File: src/hw/stas_pkg.sv
package stas_pkg;
  localparam logic [6:0] ARA_ADDR = 7'h0c;
  localparam logic [6:0] DEV_ADDR_DEFAULT = 7'h2a;
  localparam logic [7:0] OFS_TEMP_DATA = 8'h27;
  localparam logic [7:0] OFS_HOT_THRESHOLD = 8'h39;
  localparam logic [7:0] OFS_INT_STATUS = 8'h41;
  localparam logic [7:0] OFS_INT_MASK = 8'h43;
  localparam logic [7:0] OFS_TEMP_CONFIG = 8'h4b;
  localparam logic [7:0] HOT_RESET = 8'h50;
  localparam logic [7:0] MASK_RESET = 8'h00;
  localparam logic [1:0] TCONF_RESET = 2'h0;
  localparam logic [7:0] TEMP_RESET = 8'h00;
  localparam logic [1:0] MODE_COMPARATOR = 2'h2;
  localparam int TEMP_BIT = 4;
  localparam logic [3:0] BITS_PER_BYTE = 4'h8;
  localparam logic [3:0] LAST_TX_BIT = 4'h7;
  localparam logic [1:0] IDX_ADDR = 2'h0;
  localparam logic [1:0] IDX_CMD = 2'h1;
  localparam logic [1:0] IDX_DATA = 2'h2;
  typedef enum logic [4:0] {
    ST_IDLE = 5'h01,
    ST_RX = 5'h02,
    ST_ACK = 5'h04,
    ST_TX = 5'h08,
    ST_RACK = 5'h10
  } stas_state_t;
endpackage

File: src/hw/stas_slave.sv
`timescale 1ns/10ps
// Function
// - Comparator mode flags conversions at/above hot threshold.
// - Comparator mode holds alert while temperature at/above threshold.
// - Comparator-mode status read leaves alert and status bit.
// - Interrupt regenerated each conversion until cooler.
// - Threshold, mask and temperature registers are byte-wide; config keeps two bits, status one bit.
// - Only five SMBus transaction types supported.
// - Temperature mask suppresses status bit and alert.
// - Alert response address returns own address.
// - Alert response query does not clear alert.
module stas_slave
  import stas_pkg::*;
#(
  parameter logic [6:0] DEV_ADDR = stas_pkg::DEV_ADDR_DEFAULT
)
(
  input wire logic clk_i,
  input wire logic rst_i,
  input wire logic scl_i,
  input wire logic sda_i,
  output logic sda_o,
  output logic sda_oe_o,
  output logic alert_o,
  output logic alert_oe_o,
  input wire logic conv_done_i,
  input wire logic [7:0] temp_i
);
  import stas_pkg::*;

  logic scl_s1, scl_s2, scl_q, sda_s1, sda_s2, sda_q;
  logic scl_rise, scl_fall, start_det, stop_det;
  stas_state_t st;
  logic [7:0] shreg, txsh, ptr;
  logic [3:0] bits;
  logic [1:0] idx;
  logic rw, ara, nack, sda_oe;
  logic [7:0] hot_temp_threshold, int_mask, temp_data;
  logic [1:0] temp_mode;
  logic stat_temp, alert_act, over_now, comparator;
  logic byte_done, addr_hit, ara_hit, wr_stb, rd_load, stat_rd;
  logic [7:0] rd_data;

  // Pins come from the host clock domain
  always_ff @(posedge clk_i or posedge rst_i)
  begin
    if (rst_i)
    begin
      scl_s1 <= 1'b1;
      scl_s2 <= 1'b1;
      scl_q <= 1'b1;
      sda_s1 <= 1'b1;
      sda_s2 <= 1'b1;
      sda_q <= 1'b1;
    end
    else
    begin
      scl_s1 <= scl_i;
      scl_s2 <= scl_s1;
      scl_q <= scl_s2;
      sda_s1 <= sda_i;
      sda_s2 <= sda_s1;
      sda_q <= sda_s2;
    end
  end

  assign scl_rise = scl_s2 & ~scl_q;
  assign scl_fall = ~scl_s2 & scl_q;
  assign start_det = scl_s2 & scl_q & sda_q & ~sda_s2;
  assign stop_det = scl_s2 & scl_q & ~sda_q & sda_s2;

  assign comparator = (temp_mode == MODE_COMPARATOR);
  assign over_now = $signed(temp_i) >= $signed(hot_temp_threshold);
  assign alert_act = stat_temp & ~int_mask[TEMP_BIT];
  assign byte_done = (st == ST_RX) & scl_fall & (bits == BITS_PER_BYTE);
  assign addr_hit = shreg[7:1] == DEV_ADDR;
  assign ara_hit = (shreg[7:1] == ARA_ADDR) & shreg[0] & alert_act;
  assign wr_stb = byte_done & (idx == IDX_DATA) & ~rw;
  assign rd_load = scl_fall & (((st == ST_ACK) & rw) |
                   ((st == ST_RACK) & ~nack));
  assign stat_rd = rd_load & ~ara & (ptr == OFS_INT_STATUS);

  always_comb
  begin
    case (ptr)
      OFS_TEMP_DATA: rd_data = temp_data;
      OFS_HOT_THRESHOLD: rd_data = hot_temp_threshold;
      OFS_INT_STATUS: rd_data = {3'h0, alert_act, 4'h0};
      OFS_INT_MASK: rd_data = int_mask;
      OFS_TEMP_CONFIG: rd_data = {6'h00, temp_mode};
      default: rd_data = 8'h00;
    endcase
  end

  // Protocol engine; a start always wins, so repeated start reenters
  always_ff @(posedge clk_i or posedge rst_i)
  begin
    if (rst_i)
    begin
      st <= ST_IDLE;
      shreg <= 8'h00;
      txsh <= 8'h00;
      ptr <= 8'h00;
      bits <= 4'h0;
      idx <= IDX_ADDR;
      rw <= 1'b0;
      ara <= 1'b0;
      nack <= 1'b1;
    end
    else if (start_det)
    begin
      st <= ST_RX;
      bits <= 4'h0;
      idx <= IDX_ADDR;
      ara <= 1'b0;
    end
    else if (stop_det)
      st <= ST_IDLE;
    else
    begin
      case (st)
        ST_RX:
        begin
          if (scl_rise)
          begin
            shreg <= {shreg[6:0], sda_s2};
            bits <= bits + 4'h1;
          end
          if (byte_done)
          begin
            bits <= 4'h0;
            if (idx != IDX_ADDR)
            begin
              st <= ST_ACK;
              if (idx == IDX_CMD)
                ptr <= shreg;
            end
            else if (addr_hit | ara_hit)
            begin
              st <= ST_ACK;
              rw <= shreg[0];
              ara <= ~addr_hit;
            end
            else
              st <= ST_IDLE;
          end
        end
        ST_ACK:
          if (scl_fall)
          begin
            if (idx != IDX_DATA)
              idx <= idx + 2'h1;
            st <= rw ? ST_TX : ST_RX;
          end
        ST_TX:
          if (scl_fall)
          begin
            txsh <= {txsh[6:0], 1'b0};
            bits <= bits + 4'h1;
            if (bits == LAST_TX_BIT)
              st <= ST_RACK;
          end
        ST_RACK:
        begin
          if (scl_rise)
            nack <= sda_s2;
          if (scl_fall)
          begin
            bits <= 4'h0;
            st <= nack ? ST_IDLE : ST_TX;
          end
        end
        default: st <= ST_IDLE;
      endcase
      // Read word walks to the next register for its second byte
      if (rd_load)
      begin
        txsh <= ara ? {DEV_ADDR, 1'b1} : rd_data;
        if (!ara)
          ptr <= ptr + 8'h01;
      end
    end
  end

  // Registered so the data line never glitches on a decode change
  always_ff @(posedge clk_i or posedge rst_i)
  begin
    if (rst_i)
      sda_oe <= 1'b0;
    else
      sda_oe <= (st == ST_ACK) | ((st == ST_TX) & ~txsh[7]);
  end

  always_ff @(posedge clk_i or posedge rst_i)
  begin
    if (rst_i)
    begin
      hot_temp_threshold <= HOT_RESET;
      int_mask <= MASK_RESET;
      temp_mode <= TCONF_RESET;
    end
    else if (wr_stb)
    begin
      case (ptr)
        OFS_HOT_THRESHOLD: hot_temp_threshold <= shreg;
        OFS_INT_MASK: int_mask <= shreg;
        OFS_TEMP_CONFIG: temp_mode <= shreg[1:0];
        default: ;
      endcase
    end
  end

  // Fault state; in latched modes a new fault beats the read clear
  always_ff @(posedge clk_i or posedge rst_i)
  begin
    if (rst_i)
    begin
      temp_data <= TEMP_RESET;
      stat_temp <= 1'b0;
    end
    else
    begin
      if (conv_done_i)
        temp_data <= temp_i;
      if (comparator)
      begin
        if (conv_done_i)
          stat_temp <= over_now;
      end
      else if (conv_done_i & over_now)
        stat_temp <= 1'b1;
      else if (stat_rd)
        stat_temp <= 1'b0;
    end
  end

  assign sda_o = 1'b0;
  assign sda_oe_o = sda_oe;
  assign alert_o = 1'b0;
  assign alert_oe_o = alert_act;
endmodule

File: config.mk
export PLATFORM = sky130hd
export DESIGN_NAME = stas_slave
export DESIGN_NICKNAME = d
export VERILOG_FILES = /design/src/hw/stas_pkg.sv /design/src/hw/stas_slave.sv
export SDC_FILE = /design/constraint.sdc
export NUM_CORES = 1
export LEC_CHECK = 0
export ABC_AREA = 1
export ABC_CLOCK_PERIOD_IN_PS = 3300
export BUFFER_PORTS_ARGS = -buffer_cell sky130_fd_sc_hd__buf_4
export CAP_MARGIN = 20
export CORE_MARGIN = 1
export CORE_UTILIZATION = 43
export DETAILED_ROUTE_END_ITERATION = 10
export GPL_TIMING_DRIVEN = 0
export PLACE_DENSITY = 0.62
export SLEW_MARGIN = 20
export SYNTH_ARGS = -nofsm -noshare
export SYNTH_HDL_FRONTEND = slang
export SYNTH_SLANG_ARGS = --single-unit
File: constraint.sdc
create_clock -name clk_i -period 3.3 [get_ports clk_i]
set_clock_uncertainty 0.2 [all_clocks]
set_input_delay 0.66 -clock clk_i [delete_from_list [all_inputs] [get_ports clk_i]]
set_output_delay 0.66 -clock clk_i [all_outputs]
set_load 0.05 [all_outputs]
Word level (Yosys, flattened, before mapping)
Cells that the tools add are included.
Storage, ports and cells
  flip-flop bits (word level): 72
  output and inout port bits: 4
Operators by class
  add/subtract/negate cells: 3
  order comparisons: 1
  equality and inequality tests: 28
  mux-type cells: 45
  bitwise gates (word level): 37
  reductions and logical operators: 24
Operators by type and width (number)
  8-bit 2-to-1 mux: 10
  8-bit case mux with 5 select lines: 1
  5-bit 2-to-1 mux: 7
  4-bit 2-to-1 mux: 8
  8-bit by 7-bit equality test with 1-bit output (second input constant): 3
  4-bit inequality test (second input constant): 6
  1-bit bitwise AND: 21
  5-bit case mux with 4 select lines: 1
  2-bit nonzero test: 9
  8-bit by 6-bit equality test with 1-bit output (second input constant): 2
  4-bit AND reduction: 4
  5-bit AND reduction: 3
  1-bit inverter: 13
  4-bit case mux with 3 select lines: 1
  1-bit 2-to-1 mux: 10
  2-bit 2-to-1 mux: 5
  2-bit AND reduction: 5
  8-bit by 1-bit adder with 8-bit output (second input constant): 1
  8-bit >= comparator: 1
  2-bit inequality test (second input constant): 4
  7-bit by 4-bit equality test with 1-bit output (second input constant): 1
  7-bit by 6-bit equality test with 1-bit output (second input constant): 1
  3-bit 2-to-1 mux: 2
  3-bit inequality test (second input constant): 2
  14 further kinds: 17

Logic depth before layout (Yosys ltp)
  word-level depth: 10
  mapped depth: 12
  mapped depth without buffers: 12

Worst setup path after synthesis
No wires, ideal clock.
  path kind: input to register
  start: input port temp_i[7]
  end: register stat_temp
  library setup time: 0.117 ns
  data arrival time: 1.492 ns
  data required time: 2.983 ns
  path slack: 1.491 ns
  stages on the path: 8
  cells stage by stage: ha_1 a21oi_1 o21a_1 nand2_1 nand2_1 nand3_1 nand2_1 nand2_1
On the way
  word-level cells in the longest chain between the ends: 4
RTL lines
  start: declaration: RTL line stas_slave.sv:27  | input wire logic [7:0] temp_i
  8-bit >= comparator (*): RTL line stas_slave.sv:73  | assign over_now = $signed(temp_i) >= $signed(hot_temp_threshold);
  1-bit bitwise AND: RTL line stas_slave.sv:230  | else if (conv_done_i & over_now)
  3-bit nonzero test (no line) / 1-bit 2-to-1 mux (equally long branches)
  2-bit AND reduction (no line) / 1-bit 2-to-1 mux (equally long branches)
  end signal: assignment: RTL line stas_slave.sv:228  | stat_temp <= over_now;
  end: declaration: RTL line stas_slave.sv:40  | logic stat_temp, alert_act, over_now, comparator;
Every way passes the cells marked *; elsewhere a longest branch is shown, timed or not. The select of a mux whose other input is x is not followed.
A chain may end at the register's enable or synchronous reset.

Worst setup path in the final report
  start: register int_mask[4]
  end: output port alert_oe_o
On the way
  word-level cells in the longest chain between the ends: 2
RTL lines
  start: declaration: RTL line stas_slave.sv:38  | logic [7:0] hot_temp_threshold, int_mask, temp_data;
  start signal: assignment: RTL line stas_slave.sv:206  | OFS_INT_MASK: int_mask <= shreg;
  1-bit inverter: RTL line stas_slave.sv:74  | assign alert_act = stat_temp & ~int_mask[TEMP_BIT];
  1-bit bitwise AND: RTL line stas_slave.sv:74
  end: declaration: RTL line stas_slave.sv:25  | output logic alert_oe_o,
Every way passes these cells.

==> run_results.csv <==
group,metric,value,unit
run_status,status,"finished clean",
cts,postCtsSetupRepairBufs,0,
yosys,avgSynthCellArea,7.77,µm²
sta,setup_viol_count_final,0,
yosys,synth_area_leaders,"dfrtp_1 (37%), nand2_1 (15%), nand3_1 (6.6%)",
critical_path,end_kind,"primary output",
sta,tns,0,ns
cts,cts_hold_buffers,0,
cts,post_cts_resized,0,
cts,htree_levels,3,
place,portBuffers,14,
critical_path,critPathArrivalTime,1.25,ns
floorplan,core_area,9370,µm²
critical_path,r2r-start,"bits[0]",
floorplan,io_pins,17,
yosys,synth_top_cell_by_area,"dfrtp_1",
cts,numCtsBuffers,9,
power_and_ir_drop,ir_drop,0.310,mV
global_routing,antenna_found_initial,0,
global_routing,grt_pass1_wl,16400,µm
cts,root_buffer,"clkbuf_8",
cts,clkTransAtPathRegs,0.08,ns
cts,cts_tree,"yes",
critical_path,cp_common_cell,"inv_1",
floorplan,rows,35,
power_and_ir_drop,leakage,2.37,nW
yosys,synth_async_sr_flop_share,1.00,
final_layout,drive_above_1_share,0.177,
power_and_ir_drop,finalPower,1.96,mW
global_routing,grt_max_degree,55,
critical_path,r2r-end,"hot_temp_threshold[0]",
yosys,ys_types,33,
cts,cts.sinks,72,
sta,post-route-period-util,0.640,
critical_path,crit_type,"flip-flop to primary output",
routing,totalWireLength,9640,µm
sta,hold_viol,0,
floorplan,dieArea,10200,µm²
global_routing,grt.overflow.total,0,
yosys,yosysWarnings,0,
yosys,synth_cells,544,
place,gp_congestion,0.830,
routing,drt_iter0_markers,180,
routing,vias,3565,
yosys,synthesis.area,4230,µm²
sta,worst_hold_slack,0.0403,ns
routing,dr.pass1.iters,5,
yosys,ys_ff_latch,72,
final_layout,fin_util,0.508,
floorplan,die_h,101,µm
final_layout,final_nets,599,
critical_path,startpoint_type,"flip-flop",
critical_path,slowest_stage,"dfrtp_1",
final_layout,antennaDiodeCount,0,
critical_path,crit_fanout,3,
sta,max_clock_freq,474,MHz
floorplan,die_w,101,µm
critical_path,ff2ff_path_depth,10,
floorplan,start_util,0.451,
cts,clk_latency,0.36,ns
yosys,ys_seq_area_frac,0.429,
global_routing,grt_util_all_layers,0.211,
yosys,yosysTopAreaCellShare,0.367,
yosys,synth_common_cells,"nand2_1 (167), inv_1 (71), dfrtp_1 (62), nand3_1 (56), o21ai_0 (27)",
routing,wl_per_cell,13.7,µm
critical_path,crit_required,2.44,ns
cts,clk_path_buf_depth,2,
place,hpwl,7440,µm
critical_path,max_stage_delay,0.42,ns
yosys,synth-main-ff-cell,"dfrtp_1",
critical_path,crit_chain,"inv_1 -> nand2_1 -> inv_1 -> buf_4",
yosys,synth_edf_count,0,
routing,drc,0,
sta,period_needed,2.11,ns
flow_run,maxCapViolations,0,
final_layout,area_delta_synth_final,12.5,%
power_and_ir_drop,p_per_area,411,nW/µm²
yosys,synth.most_common_cell,"nand2_1",
routing,ant_nets,0,
sta,rsz0062_at_grt,"no",
routing,via_per_inst,5.06,
global_routing,grt_pass1_vias,3327,
sta,drv_slew,0,
min_path,hold_class,"input pin to async pin",
critical_path,r2r_setup_slack,1.27,ns
==> cell families (layout without fill, tap and decap cells) <==
| family | count (synthesis) | in the layout | synth area share |
|---|---|---|---|
| AOI/OAI and AO/OA | 79 | 79 | 0.113 |
| other | 1 | 2 | 0.000887 |
| and+or+nand+nor | 287 | 287 | 0.319 |
| adders and majority gates | 15 | 15 | 0.0444 |
| xor gates and xnor gates | 3 | 3 | 0.00621 |
| DFF | 72 | 72 | 0.429 |
| buffers and inverters | 87 | 118 | 0.0876 |
==> worst max-delay path, delay by kind of cell, from the launching register on <==
| kind | cells | cell delay, ns |
|---|---|---|
| flops | 1 | 0.42 |
| buf+inv | 3 | 0.35 |
| simple gates | 1 | 0.12 |
==> sequential cells by signal (all words and copies together), names as in the netlist, 2 cells and up <==
| signal | cells |
|---|---|
| txsh | 8 |
| shreg | 8 |
| bits | 4 |
| temp_mode | 2 |
| ptr | 8 |
| hot_temp_threshold | 8 |
| int_mask | 8 |
| temp_data | 8 |
| st | 5 |
| idx | 2 |
==> cell usage in the layout (no fill, tap or decap), types with 11 or more instances in the layout <==
| cell | count |
|---|---|
| buf_4 | 17 |
| ha_1 | 15 |
| dfrtp_1 | 62 |
| o21ai_0 | 27 |
| o21ai_2 | 18 |
| nand2_1 | 167 |
| nand3_1 | 56 |
| inv_1 | 70 |
| nor2_1 | 20 |
| nand4_1 | 11 |
| o21ai_1 | 18 |
==> cell type report <==
class | count | area, µm²
fillers | 959 | 4610
flip-flops and latches | 72 | 1810
clock inverters | 6 | 90.1
plain buffers | 10 | 81.3
repair buffers | 15 | 133
well taps | 129 | 161
inverters | 77 | 292
multi-input cells | 386 | 2050
clock buffers | 10 | 138
==> how the worst max path moves through the flow <==
stage	end	from	cells after the start	slack [ns]
after floorplan	ara	rst_i	1	0.63
after CTS	alert_oe_o	int_mask[4]	4	1.18
after global placement	temp_data[2]	rst_i	2	-0.32
after detailed placement	stat_temp	temp_i[7]	9	1.21
after global routing	hot_temp_threshold[0]	bits[0]	10	1.13
final	alert_oe_o	int_mask[4]	4	1.19
==> per-stage QoR <==
step	cell area, µm²	cells	setup WS (ns)
final	4760	705	1.19
after global routing	4760	705	1.13
after CTS	4760	705	1.18
after detailed placement	4530	689	1.21
after global placement	4500	688	-0.323
after floorplan	4230	545	0.632
==> where the power goes <==
group / switching, mW / internal (mW)
registers: 0.0339 / 0.922
logic: 0.124 / 0.0745
clock network: 0.352 / 0.450
total: 0.509 / 1.45
==> routing by layer <==
layer  track usage  up-vias  part of all wire
met5             0        -                 0
met4        0.0669        0             0.012
met3        0.0538       12             0.041
met2         0.317       62              0.44
met1         0.300     1685              0.50
li1              -     1806                 -
(Power assumes the default switching activity.)
